[src/rtl/psc_pkg.sv]
// Shared constants, types and helpers for the pressure setpoint control block
package psc_pkg;
  // ==========================================================
  // Timing
  localparam int CLK_HZ = 20000000;
  localparam int TICK_US = 1000;
  localparam int TICK_CYC = TICK_US * (CLK_HZ / 1000000);
  localparam int SHOW_MS = 2000;
  localparam int HOLD_MS = 5000;
  localparam int SLOW_MS = 500;
  localparam int FAST_MS = 100;
  localparam logic [12:0] SHOW_LAST = 13'(SHOW_MS * 1000 / TICK_US - 1);
  localparam logic [12:0] HOLD_LAST = 13'(HOLD_MS * 1000 / TICK_US - 1);
  localparam logic [12:0] SLOW_LAST = 13'(SLOW_MS * 1000 / TICK_US - 1);
  localparam logic [12:0] FAST_LAST = 13'(FAST_MS * 1000 / TICK_US - 1);
  // ==========================================================
  // Pressure word: mantissa 10..99 (0 is zero), signed exponent
  localparam int SP_W = 13;
  localparam logic [6:0] MANT_ZERO = 7'h00;
  localparam logic [6:0] MANT_MIN = 7'h0a;
  localparam logic [6:0] MANT_MAX = 7'h63;
  localparam logic [5:0] EXP_MIN = 6'h34;
  localparam logic [5:0] EXP_MAX = 6'h05;
  localparam int KEY_EXP_BIAS = 12;
  localparam int KEY_DECADE = 90;
  localparam int KEY_MANT_OFS = 9;
  localparam logic [11:0] HYST_STEPS = 12'h005;
  localparam logic [SP_W-1:0] SP_RESET = 13'h0000;
  // ==========================================================
  // Channels and switches
  localparam int NCH = 6;
  localparam logic [2:0] CH_FIRST = 3'h1;
  localparam logic [2:0] CH_LAST = 3'h6;
  localparam logic [2:0] CH_ION_LAST = 3'h2;
  localparam logic [2:0] CH_A_LAST = 3'h4;
  localparam logic [2:0] SCAN_LAST = 3'h5;
  localparam logic [1:0] AUTO_OFF = 2'h0;
  localparam logic [1:0] AUTO_ON = 2'h1;
  localparam logic [1:0] AUTO_SET = 2'h2;
  typedef enum logic [1:0] {
    PSC_SRC_PRESS = 2'h0,
    PSC_SRC_TURNON = 2'h1,
    PSC_SRC_SETPT = 2'h2
  } psc_src_type;
  typedef enum logic [2:0] {
    UI_IDLE = 3'h0,
    UI_LOAD = 3'h1,
    UI_FETCH = 3'h2,
    UI_HOLD = 3'h3,
    UI_SCROLL = 3'h4,
    UI_SHOW = 3'h5
  } psc_ui_type;
  // ==========================================================
  // Helpers
  function automatic logic [11:0] psc_key(input logic [6:0] m, input logic [5:0] e);
    int k;
    k = 0;
    if (m != MANT_ZERO) begin
      k = (int'($signed(e)) + KEY_EXP_BIAS) * KEY_DECADE + int'(m) - KEY_MANT_OFS;
    end
    return 12'(k);
  endfunction
  function automatic logic [13:0] psc_step(input logic [6:0] m, input logic [5:0] e,
                                           input logic up);
    logic [6:0] nm;
    logic [5:0] ne;
    logic cr;
    nm = m;
    ne = e;
    cr = 1'b0;
    if (up) begin
      if (m == MANT_ZERO) begin
        nm = MANT_MIN;
        ne = EXP_MIN;
      end else if (m < MANT_MAX) begin
        nm = m + 7'h01;
      end else if ($signed(e) < $signed(EXP_MAX)) begin
        nm = MANT_MIN;
        ne = e + 6'h01;
        cr = 1'b1;
      end
    end else begin
      if (m > MANT_MIN) begin
        nm = m - 7'h01;
      end else if (m == MANT_ZERO) begin
        nm = MANT_ZERO;
      end else if ($signed(e) > $signed(EXP_MIN)) begin
        nm = MANT_MAX;
        ne = e - 6'h01;
        cr = 1'b1;
      end else begin
        nm = MANT_ZERO;
      end
    end
    return {cr, nm, ne};
  endfunction
endpackage

[src/rtl/psc_spmem.sv]
// Setpoint store, one word per process channel, registered read
`timescale 1ns/1ns
module psc_spmem import psc_pkg::*; (
  input wire logic clk,
  input wire logic wr_en,
  input wire logic [2:0] wr_addr,
  input wire logic [SP_W-1:0] wr_data,
  input wire logic [2:0] rd_addr,
  output logic [SP_W-1:0] rd_data
);
  logic [SP_W-1:0] mem [NCH];

  // ==========================================================
  // Power-up content
  initial begin
    for (int i = 0; i < NCH; i++) begin
      mem[i] = SP_RESET;
    end
  end

  // ==========================================================
  // Write and read ports
  always_ff @(posedge clk) begin
    if (wr_en) begin
      mem[wr_addr] <= wr_data;
    end
  end

  always_ff @(posedge clk) begin
    rd_data <= mem[rd_addr];
  end
endmodule

[src/rtl/psc_top.sv]
// Ion gauge auto on/off and process setpoint relays with setpoint editing
// Functional notes
// - Thermal A drives gauge one, B drives two
// - Request turn-on when thermal pressure drops below
// - Auto turn-off above threshold unless already tripped
// - One action per crossing, manual off respected
// - Set position shows turn-on pressure on A for gauge one, B for two
// - Off position disables automatic on and off
// - Setpoints stored as mantissa and exponent
// - Setpoint range 1.0e-12 up to 9.9e+5
// - Compare setpoint with displayed value, no conversion
// - Setpoint above atmosphere keeps relay active
// - Zero setpoint keeps relay inactive
// - Manual override holds relay state
// - Brief press shows chosen setpoint two seconds
// - Channels 1-2 ion line, 3-4 A, 5-6 B
// - Held five seconds, setpoint scrolls until release
// - Slow scroll, fast after decade, fresh press slow
// - Two seconds after release commit and revert
`timescale 1ns/1ns
module psc_top import psc_pkg::*; #(
  parameter int TICK_CYCLES = TICK_CYC
) (
  input wire logic core_clk,
  input wire logic nrst,
  input wire logic set_up_btn,
  input wire logic set_dn_btn,
  input wire logic [2:0] chan_sel,
  input wire logic [1:0] auto_sw_one,
  input wire logic [1:0] auto_sw_two,
  input wire logic [5:0] relay_ovr_en,
  input wire logic [5:0] relay_ovr_state,
  input wire logic [5:0] relay_rev_pol,
  input wire logic [6:0] ion_line_mant,
  input wire logic [5:0] ion_line_exp,
  input wire logic [6:0] line_a_mant,
  input wire logic [5:0] line_a_exp,
  input wire logic [6:0] line_b_mant,
  input wire logic [5:0] line_b_exp,
  input wire logic [6:0] turn_on_one_mant,
  input wire logic [5:0] turn_on_one_exp,
  input wire logic [6:0] turn_on_two_mant,
  input wire logic [5:0] turn_on_two_exp,
  input wire logic ion_gauge_one_on,
  input wire logic ion_gauge_two_on,
  output logic [1:0] auto_on_req,
  output logic [1:0] auto_off_req,
  output logic [5:0] relay,
  output logic [1:0] ion_line_src,
  output logic [6:0] ion_line_out_mant,
  output logic [5:0] ion_line_out_exp,
  output logic [1:0] line_a_src,
  output logic [6:0] line_a_out_mant,
  output logic [5:0] line_a_out_exp,
  output logic [1:0] line_b_src,
  output logic [6:0] line_b_out_mant,
  output logic [5:0] line_b_out_exp
);
  logic [1:0] rst_sync;
  logic rst_n;
  logic [26:0] pin_raw;
  logic [26:0] pin_s1;
  logic [26:0] pin_s2;
  logic up_s;
  logic dn_s;
  logic [2:0] chan_s;
  logic [1:0] sw_one;
  logic [1:0] sw_two;
  logic [5:0] ovr_en;
  logic [5:0] ovr_st;
  logic [5:0] rev_pol;
  logic [14:0] tick_cnt;
  logic tick;
  logic [11:0] tg_key [2];
  logic [11:0] on_key [2];
  logic [1:0] below;
  logic [1:0] above;
  logic [1:0] auto_en;
  logic [1:0] gauge_on;
  logic [1:0] side_below;
  psc_ui_type ui_state;
  logic [2:0] ui_chan;
  logic [6:0] work_mant;
  logic [5:0] work_exp;
  logic edited;
  logic dir_up;
  logic fast;
  logic [12:0] ms_cnt;
  logic btn_any;
  logic btn_prev;
  logic press;
  logic chan_ok;
  logic showing;
  logic [13:0] next_step;
  logic mem_wr;
  logic [2:0] wr_addr;
  logic [2:0] rd_addr;
  logic [SP_W-1:0] rd_data;
  logic [2:0] scan_ptr;
  logic [2:0] scan_addr;
  logic scan_vld;
  logic [11:0] sp_key;
  logic [11:0] disp_key;
  logic cmp_raw;

  // ==========================================================
  // Reset release and pin synchronisers
  always_ff @(posedge core_clk or negedge nrst) begin
    if (!nrst) begin
      rst_sync <= 2'h0;
    end else begin
      rst_sync <= {rst_sync[0], 1'b1};
    end
  end
  assign rst_n = rst_sync[1];

  assign pin_raw = {set_up_btn, set_dn_btn, chan_sel, auto_sw_one, auto_sw_two,
                    relay_ovr_en, relay_ovr_state, relay_rev_pol};
  always_ff @(posedge core_clk or negedge rst_n) begin
    if (!rst_n) begin
      pin_s1 <= 27'h0000000;
      pin_s2 <= 27'h0000000;
    end else begin
      pin_s1 <= pin_raw;
      pin_s2 <= pin_s1;
    end
  end
  assign up_s = pin_s2[26];
  assign dn_s = pin_s2[25];
  assign chan_s = pin_s2[24:22];
  assign sw_one = pin_s2[21:20];
  assign sw_two = pin_s2[19:18];
  assign ovr_en = pin_s2[17:12];
  assign ovr_st = pin_s2[11:6];
  assign rev_pol = pin_s2[5:0];

  // ==========================================================
  // Millisecond tick
  always_ff @(posedge core_clk or negedge rst_n) begin
    if (!rst_n) begin
      tick_cnt <= 15'h0000;
      tick <= 1'b0;
    end else if (tick_cnt == 15'(TICK_CYCLES - 1)) begin
      tick_cnt <= 15'h0000;
      tick <= 1'b1;
    end else begin
      tick_cnt <= tick_cnt + 15'h0001;
      tick <= 1'b0;
    end
  end

  // ==========================================================
  // Ion gauge automatic on/off
  always_comb begin
    tg_key[0] = psc_key(line_a_mant, line_a_exp);
    tg_key[1] = psc_key(line_b_mant, line_b_exp);
    on_key[0] = psc_key(turn_on_one_mant, turn_on_one_exp);
    on_key[1] = psc_key(turn_on_two_mant, turn_on_two_exp);
    for (int g = 0; g < 2; g++) begin
      below[g] = tg_key[g] < on_key[g];
      above[g] = tg_key[g] > on_key[g] + HYST_STEPS;
    end
    auto_en[0] = sw_one == AUTO_ON;
    auto_en[1] = sw_two == AUTO_ON;
    gauge_on = {ion_gauge_two_on, ion_gauge_one_on};
  end

  always_ff @(posedge core_clk or negedge rst_n) begin
    if (!rst_n) begin
      side_below <= 2'h0;
      auto_on_req <= 2'h0;
      auto_off_req <= 2'h0;
    end else begin
      for (int g = 0; g < 2; g++) begin
        auto_on_req[g] <= 1'b0;
        auto_off_req[g] <= 1'b0;
        if (below[g] && !side_below[g]) begin
          side_below[g] <= 1'b1;
          auto_on_req[g] <= auto_en[g];
        end else if (above[g] && side_below[g]) begin
          side_below[g] <= 1'b0;
          auto_off_req[g] <= auto_en[g] && gauge_on[g];
        end
      end
    end
  end

  // ==========================================================
  // Setpoint button and thumbwheel sequence
  assign btn_any = up_s || dn_s;
  assign press = btn_any && !btn_prev;
  assign chan_ok = chan_s >= CH_FIRST && chan_s <= CH_LAST;
  assign showing = ui_state == UI_HOLD || ui_state == UI_SCROLL || ui_state == UI_SHOW;
  assign next_step = psc_step(work_mant, work_exp, dir_up);

  always_ff @(posedge core_clk or negedge rst_n) begin
    if (!rst_n) begin
      btn_prev <= 1'b0;
    end else begin
      btn_prev <= btn_any;
    end
  end

  always_ff @(posedge core_clk or negedge rst_n) begin
    if (!rst_n) begin
      ui_state <= UI_IDLE;
      ui_chan <= CH_FIRST;
      work_mant <= MANT_ZERO;
      work_exp <= EXP_MIN;
      edited <= 1'b0;
      dir_up <= 1'b0;
      fast <= 1'b0;
      ms_cnt <= 13'h0000;
      mem_wr <= 1'b0;
    end else begin
      mem_wr <= 1'b0;
      case (ui_state)
        UI_IDLE: begin
          if (press && chan_ok) begin
            ui_chan <= chan_s;
            edited <= 1'b0;
            ui_state <= UI_LOAD;
          end
        end
        UI_LOAD: begin
          ui_state <= UI_FETCH;
        end
        UI_FETCH: begin
          work_mant <= rd_data[12:6];
          work_exp <= rd_data[5:0];
          dir_up <= up_s;
          ms_cnt <= 13'h0000;
          ui_state <= UI_HOLD;
        end
        UI_HOLD: begin
          if (!btn_any) begin
            ms_cnt <= 13'h0000;
            ui_state <= UI_SHOW;
          end else if (tick) begin
            if (ms_cnt == HOLD_LAST) begin
              ms_cnt <= 13'h0000;
              fast <= 1'b0;
              ui_state <= UI_SCROLL;
            end else begin
              ms_cnt <= ms_cnt + 13'h0001;
            end
          end
        end
        UI_SCROLL: begin
          if (!btn_any) begin
            ms_cnt <= 13'h0000;
            ui_state <= UI_SHOW;
          end else if (tick) begin
            if (ms_cnt == (fast ? FAST_LAST : SLOW_LAST)) begin
              ms_cnt <= 13'h0000;
              work_mant <= next_step[12:6];
              work_exp <= next_step[5:0];
              edited <= 1'b1;
              fast <= fast || next_step[13];
            end else begin
              ms_cnt <= ms_cnt + 13'h0001;
            end
          end
        end
        UI_SHOW: begin
          if (press) begin
            dir_up <= up_s;
            ms_cnt <= 13'h0000;
            fast <= 1'b0;
            ui_state <= edited ? UI_SCROLL : UI_HOLD;
          end else if (tick) begin
            if (ms_cnt == SHOW_LAST) begin
              mem_wr <= edited;
              ui_state <= UI_IDLE;
            end else begin
              ms_cnt <= ms_cnt + 13'h0001;
            end
          end
        end
        default: begin
          ui_state <= UI_IDLE;
        end
      endcase
    end
  end

  // ==========================================================
  // Setpoint store and relay scan
  assign wr_addr = ui_chan - CH_FIRST;
  assign rd_addr = (ui_state == UI_LOAD) ? wr_addr : scan_ptr;

  psc_spmem u_spmem (
    .clk(core_clk),
    .wr_en(mem_wr),
    .wr_addr(wr_addr),
    .wr_data({work_mant, work_exp}),
    .rd_addr(rd_addr),
    .rd_data(rd_data)
  );

  always_ff @(posedge core_clk or negedge rst_n) begin
    if (!rst_n) begin
      scan_ptr <= 3'h0;
      scan_addr <= 3'h0;
      scan_vld <= 1'b0;
    end else begin
      scan_vld <= ui_state != UI_LOAD;
      scan_addr <= scan_ptr;
      if (ui_state != UI_LOAD) begin
        scan_ptr <= (scan_ptr == SCAN_LAST) ? 3'h0 : scan_ptr + 3'h1;
      end
    end
  end

  always_comb begin
    sp_key = psc_key(rd_data[12:6], rd_data[5:0]);
    if (scan_addr < CH_ION_LAST) begin
      disp_key = psc_key(ion_line_mant, ion_line_exp);
    end else if (scan_addr < CH_A_LAST) begin
      disp_key = psc_key(line_a_mant, line_a_exp);
    end else begin
      disp_key = psc_key(line_b_mant, line_b_exp);
    end
    cmp_raw = disp_key < sp_key;
  end

  always_ff @(posedge core_clk or negedge rst_n) begin
    if (!rst_n) begin
      relay <= 6'h00;
    end else if (scan_vld) begin
      if (ovr_en[scan_addr]) begin
        relay[scan_addr] <= ovr_st[scan_addr];
      end else begin
        relay[scan_addr] <= cmp_raw ^ rev_pol[scan_addr];
      end
    end
  end

  // ==========================================================
  // Display line sources
  always_ff @(posedge core_clk or negedge rst_n) begin
    if (!rst_n) begin
      ion_line_src <= PSC_SRC_PRESS;
      ion_line_out_mant <= MANT_ZERO;
      ion_line_out_exp <= EXP_MIN;
      line_a_src <= PSC_SRC_PRESS;
      line_a_out_mant <= MANT_ZERO;
      line_a_out_exp <= EXP_MIN;
      line_b_src <= PSC_SRC_PRESS;
      line_b_out_mant <= MANT_ZERO;
      line_b_out_exp <= EXP_MIN;
    end else begin
      if (showing && ui_chan <= CH_ION_LAST) begin
        ion_line_src <= PSC_SRC_SETPT;
        {ion_line_out_mant, ion_line_out_exp} <= {work_mant, work_exp};
      end else begin
        ion_line_src <= PSC_SRC_PRESS;
        {ion_line_out_mant, ion_line_out_exp} <= {ion_line_mant, ion_line_exp};
      end
      if (sw_one == AUTO_SET) begin
        line_a_src <= PSC_SRC_TURNON;
        {line_a_out_mant, line_a_out_exp} <= {turn_on_one_mant, turn_on_one_exp};
      end else if (showing && ui_chan > CH_ION_LAST && ui_chan <= CH_A_LAST) begin
        line_a_src <= PSC_SRC_SETPT;
        {line_a_out_mant, line_a_out_exp} <= {work_mant, work_exp};
      end else begin
        line_a_src <= PSC_SRC_PRESS;
        {line_a_out_mant, line_a_out_exp} <= {line_a_mant, line_a_exp};
      end
      if (sw_two == AUTO_SET) begin
        line_b_src <= PSC_SRC_TURNON;
        {line_b_out_mant, line_b_out_exp} <= {turn_on_two_mant, turn_on_two_exp};
      end else if (showing && ui_chan > CH_A_LAST) begin
        line_b_src <= PSC_SRC_SETPT;
        {line_b_out_mant, line_b_out_exp} <= {work_mant, work_exp};
      end else begin
        line_b_src <= PSC_SRC_PRESS;
        {line_b_out_mant, line_b_out_exp} <= {line_b_mant, line_b_exp};
      end
    end
  end
endmodule

[config.mk]
export PLATFORM = sky130hd
export DESIGN_NAME = psc_top
export DESIGN_NICKNAME = d
export VERILOG_FILES = /design/src/rtl/psc_pkg.sv /design/src/rtl/psc_spmem.sv /design/src/rtl/psc_top.sv
export SDC_FILE = /design/constraint.sdc
export NUM_CORES = 1
export LEC_CHECK = 0
export CAP_MARGIN = 40
export CORE_MARGIN = 2
export CORE_UTILIZATION = 49
export CTS_BUF_LIST = sky130_fd_sc_hd__clkbuf_2 sky130_fd_sc_hd__clkbuf_4 sky130_fd_sc_hd__clkbuf_8
export CTS_CLUSTER_DIAMETER = 50
export DETAILED_ROUTE_END_ITERATION = 6
export DONT_BUFFER_PORTS = 1
export GPL_TIMING_DRIVEN = 1
export HOLD_SLACK_MARGIN = 0.15
export REMOVE_ABC_BUFFERS = 1
export SYNTH_ARGS = -nofsm -noshare
export SYNTH_HDL_FRONTEND = slang
export SYNTH_SLANG_ARGS = --single-unit
[constraint.sdc]
create_clock -name core_clk -period 9.6 [get_ports core_clk]
set_clock_uncertainty 0.2 [all_clocks]
set_input_delay 0.48 -clock core_clk [delete_from_list [all_inputs] [get_ports core_clk]]
set_output_delay 0.48 -clock core_clk [all_outputs]
set_load 0.05 [all_outputs]
# After elaboration in Yosys (flattened, before gate mapping)
# Memory sizes are Yosys's and may differ from the RTL's. A register that Yosys moved wholly into a read port is not among the register bits.
# Cells that the tools add are included.
[op_classes]
n_addsub = 28
n_mul = 6
magnitude_cmp = 19
n_eq_ne = 36
mux = 119
n_bitwise = 1
reduce_logical = 44
[op_table]
columns = ["cell", "n"]
rows = [
  ["2-to-1 mux 13 bit", 9],
  ["2-to-1 mux 7 bit", 15],
  ["2-to-1 mux 12 bit", 8],
  ["2-to-1 mux 6 bit", 16],
  ["adder 12 x 8 -> 12 bit", 6],
  ["subtractor 12 x 5 -> 12 bit, second input constant", 6],
  ["multiplier 7 x 7 -> 11 bit, second input constant", 6],
  ["one-hot mux 13 bit (4 select lines)", 1],
  ["adder 6 x 5 -> 7 bit, second input constant", 6],
  ["nonzero test 7 bit", 6],
  ["2-to-1 mux 1 bit", 40],
  ["less-than comparator 12 bit", 3],
  ["2-to-1 mux 3 bit", 11],
  ["adder 12 x 3 -> 12 bit, second input constant", 2],
  ["> comparator 12 bit", 2],
  ["!= test 3 bit, second input constant", 6],
  ["one-hot mux 3 bit (6 select lines)", 1],
  ["adder 15 x 1 -> 15 bit, second input constant", 1],
  ["equality test 15 bit, second input constant", 1],
  ["2-to-1 mux 15 bit", 1],
  ["AND reduction 5 bit", 3],
  ["logical AND 1 bit", 14],
  ["!= test 2 bit, second input constant", 7],
  ["one-hot mux 7 bit (2 select lines)", 1],
  ["other kinds (53)", 81],
]
[word_totals]
ff_bits = 173
ramBits = 78
memories = 1
[memory_table]
columns = ["memory", "words", "word_bits", "rd", "rd_clocked_by_memory_dff", "wr", "line_no", "rtl"]
rows = [
  ["u_spmem.mem", 6, 13, 1, 1, 1, "psc_spmem.sv:11", "logic [SP_W-1:0] mem [NCH];"],
]

# Depth between registers and ports, before layout
[depth]
word_depth = 11
mapped_depth = 30
mapped_depth_nobuf = 30

# Modules after synthesis
# Synthesis repeated with hierarchy kept, for this count alone.
[unflattened]
hier_cells = 2222
hier_area_um2 = 21343.0
[modules_own_cells]
columns = ["mod", "instances", "cells_each", "area_per_inst_um2"]
rows = [
  ["psc_top", 1, 2046, 18026.0],
  ["psc_spmem", 1, 176, 3316.9],
]

# Least setup slack after synthesis
# Ideal clock, no wire load.
[synth_timing]
path_type = "in2reg"
startpoint = "input line_b_exp[2]"
endpoint = "register relay[0]"
setup_time_ps = 135
t_arrival_ps = 6584
required_ps = 9265
path_slack_ps = 2681
cell_stages = 28
n_path_buf = 0
cell_sequence = "inv_1 ha_1 o21ai_0 inv_1 ha_1 ha_1 fa_1 inv_1 fa_1 inv_1 ha_1 nor2b_1 a311o_1 a311oi_1 ha_1 a21oi_1 o21ai_0 xnor2_1 nor2_1 o21a_1 ha_1 nand4_1 a211oi_1 a21oi_1 o211ai_1 a31oi_1 mux2i_1 o21ai_1"
[synth_via]
elab_chain_cells = 11
[synth_lines]
columns = ["element", "line_no", "rtl"]
rows = [
  ["from (decl)", "psc_top.sv:39", "input wire logic [5:0] line_b_exp,"],
  ["adder 6 x 5 -> 7 bit", "psc_pkg.sv:59", "k = (int'($signed(e)) + KEY_EXP_BIAS) * KEY_DECADE + int'(m) - KEY_MANT_OFS;"],
  ["multiplier 7 x 7 -> 11 bit", "psc_pkg.sv:59", ""],
  ["adder 12 x 8 -> 12 bit", "psc_pkg.sv:59", ""],
  ["subtractor 12 x 5 -> 12 bit", "psc_pkg.sv:59", ""],
  ["2-to-1 mux 12 bit", "psc_pkg.sv:58", "if (m != MANT_ZERO) begin"],
  ["2-to-1 mux 12 bit", "psc_top.sv:319", "end else if (scan_addr < CH_A_LAST) begin"],
  ["2-to-1 mux 12 bit", "psc_top.sv:317", "if (scan_addr < CH_ION_LAST) begin"],
  ["less-than comparator 12 bit", "psc_top.sv:324", "cmp_raw = disp_key < sp_key;"],
  ["XOR 1 bit", "psc_top.sv:334", "relay[scan_addr] <= cmp_raw ^ rev_pol[scan_addr];"],
  ["bitwise mux 6 bit", "psc_top.sv:334", ""],
  ["2-to-1 mux 6 bit", "psc_top.sv:331", "if (ovr_en[scan_addr]) begin"],
  ["to (signal, indexed assignment)", "psc_top.sv:332", "relay[scan_addr] <= ovr_st[scan_addr];"],
  ["to (signal, indexed assignment)", "psc_top.sv:334", ""],
  ["to (decl)", "psc_top.sv:48", "output logic [5:0] relay,"],
]
# Every way passes these cells.
# A chain may end at the register's enable or synchronous reset.

# Final worst setup path
[layout_timing]
startpoint = "register u_spmem.rd_data[2] (read register of u_spmem.mem)"
endpoint = "register relay[2]"
[layout_via]
elab_chain_cells = 9
[layout_lines]
columns = ["element", "line_no", "rtl"]
rows = [
  ["from (decl)", "psc_spmem.sv:9", "output logic [SP_W-1:0] rd_data"],
  ["adder 6 x 5 -> 7 bit", "psc_pkg.sv:59", ""],
  ["multiplier 7 x 7 -> 11 bit", "psc_pkg.sv:59", ""],
  ["adder 12 x 8 -> 12 bit", "psc_pkg.sv:59", ""],
  ["subtractor 12 x 5 -> 12 bit", "psc_pkg.sv:59", ""],
  ["2-to-1 mux 12 bit", "psc_pkg.sv:58", ""],
  ["less-than comparator 12 bit", "psc_top.sv:324", ""],
  ["XOR 1 bit", "psc_top.sv:334", ""],
  ["bitwise mux 6 bit", "psc_top.sv:334", ""],
  ["2-to-1 mux 6 bit", "psc_top.sv:331", ""],
]
# Every way passes these cells.

==> run metrics <==
status completed; worst r2r path cells 27; row count 75; Yosys reg bits 263; Worst Hold Class flip-flop to flip-flop; Top FF cell, synth dfrtp_1; Final Hold Violating Endpoints 0; vias in the first global route 16215; Iteration-0 DRC Markers 873; Setup Buffers After CTS 0; CTS Buffer Depth 3; Total Routing Usage GR 24.0%; drc violations 0; CTS sink cnt 263; final worst-path cycle share 79.1%; initial antenna violation count 1; share of cells above drive strength 1 7.78%; Die Height 211 um; gpl congestion 0.878; Yosys cell types 86; fin. max-slew vios 0; first-pass GRT wire length 84500 um; via count 15909; cell accounting for the most synthesized area dfrtp_1; register clock-pin slew on the reported worst setup and hold paths 0.06 ns; grt total ovfl 0; most frequent cells in the layout inv_1, ha_1, nand2_1; Post-Layout Cell Count 2880; R2R setup slack 2.01 ns; drt pass-1 iters 5; clk_lat worst skew 0.64 ns; Starting Density 49.8%; measured slew at the worst slew-check pin 0.913 ns; die area 44500 um^2; CTS H-tree lvls 2; post-synthesis cell area 21000 um^2; setup_tns 0 ns; worst-path fanout max 6; CP required 9.90 ns; antenna-violating nets left 0; largest stage delay on the critical path 0.54 ns; DRT Wirelength 52100 um; # setup viols final 0; DP Wirelength 39200 um; Setup crit start kind flip-flop; Mean Syn Cell Area 9.71 um^2; Area growth syn-to-layout 14.7%; total CTS buffers 47; number of top-level pins 151; Max-Cap Viols 0; HP Start pin_s1[16]; CP most frequent cell ha_1; fin crit period 7.59 ns; Yosys top cell area share 19.0%; largest net degree at the start of global routing 63; Slowest-stage cell, CP mux2i_1; Worst Setup End Kind flip-flop; Slew headroom 39.2%; fin nets 2762; clk root buf clkbuf_8; synth top area cells dfrtp_1, ha_1, edfxtp_1, fa_1, inv_1; sequential area share after synthesis 33.0%; port buffer count 0; Hold Path Sink pin_s2[16]; Inst Count DP 2674; WHS Path Cells 0; WS Path Type flip-flop to flip-flop; Core Box Area 42100 um^2; Ys Warns 0; fmax 132 MHz; Critical R2R Capture relay[2]; CTS tree done; leading cell type in the layout, fill and taps excluded inv_1; Post-synth EDFFs 78; RSZ-0062 raised after global routing false; Avg Vias per Cell 5.52; average wire per cell in the routed design 18.1 um; Die X 211 um; ys async rst share 65.4%; Cells after Synth 2163; Critical R2R Launch u_spmem.rd_data[2]; arrival time worst endpoint 7.89 ns
routing by layer:
metal	GRT usage [%]	vias to the layer above	wire (um)
li1	-	7760	-
met1	31.3	7650	23000
met2	39.1	386	23800
met3	5.25	113	3360
met4	9.52	0	1970
met5	0	-	0
synthesized netlist by cell type, types with 15 or more instances:
master / n
ha_1: 299
nand2_1: 167
xor2_1: 59
clkbuf_1: 42
mux4_2: 15
and2_1: 16
mux2i_1: 43
nand3_1: 24
nor2_1: 90
a21oi_1: 84
o21ai_1: 79
inv_1: 300
nor2b_1: 36
o21ai_0: 95
dfrtp_1: 159
nand2b_1: 31
nor3_1: 35
edfxtp_1: 78
nand4_1: 16
xnor2_1: 104
o31ai_1: 15
a21o_1: 42
fa_1: 66
critical path: cells and delay by family (launching register included):
kind | cells | cell delay, ns
multiplexers | 1 | 0.54
AO/OA/AOI/OAI | 10 | 2.26
AND/OR/NAND/NOR | 3 | 0.41
adder cells (fa/ha/maj) | 8 | 2.96
XOR/XNOR | 1 | 0.18
flip-flops | 1 | 0.38
buffers and inverters | 4 | 0.55
timing repair:
action	CTS	global route
hold buffers	115	0
endpoints found under the setup margin	0	0
hold endpoints to repair	100	0
resized for setup	0	0
area by class of cell:
type | count | area, um^2
fillers | 3705 | 18100
multi-input cells | 1540 | 12700
flip-flops and latches | 263 | 6930
repair buffers | 142 | 1440
inverters | 307 | 1150
clock buffers | 68 | 905
well taps | 539 | 674
clock inverters | 20 | 241
diodes | 1 | 2.50
logic make-up (layout without fill, tap and decap cells):
family / count (synthesis) / count (layout) / share of synthesized area, %
compound gates: 436 / 436 / 13.0
xor+xnor: 164 / 164 / 6.91
fa+ha+maj: 365 / 365 / 24.1
buf+inv: 360 / 537 / 6.57
flops: 263 / 263 / 33.0
mux: 70 / 70 / 4.34
other cells: 2 / 3 / 0.0358
simple gates: 503 / 503 / 12.1
per-stage QoR:
stage	cell area (um^2)	hold WS [ns]	setup WS [ns]	util (%)
6_report	24100	0.148	2.01	57.1
5_1_grt	24100	0.153	1.54	57.1
4_1_cts	24000	0.150	2.04	57.1
3_5_place_dp	21800	-0.0155	1.95	51.6
3_3_place_gp	21600	-0.0155	1.95	51.2
2_1_floorplan	20800	-0.0156	2.68	-
state kept, by name, summed over array words and instances (netlist names), 7 cells and up:
register	count
tick_cnt	15
line_a_out_mant	7
pin_s1	27
u_spmem.rd_data	13
u_spmem.mem	78
pin_s2	27
ion_line_out_mant	7
work_mant	7
line_b_out_mant	7
ms_cnt	13
worst max path at each step:
stage                             from  endpoint  slack (ns)  cells past startpoint
floorplan                line_b_exp[2]  relay[0]        2.68                     28
global placement         line_b_exp[2]  relay[4]        1.95                     28
detailed placement       line_a_exp[2]  relay[0]        1.95                     28
CTS                 u_spmem.rd_data[2]  relay[1]        2.04                     27
global route        u_spmem.rd_data[2]  relay[4]        1.54                     27
finish              u_spmem.rd_data[2]  relay[2]        2.01                     27
Power is left out: the tool's default activity adds up to more than one toggle a clock period on the data nets, which glitch-free logic cannot reach.
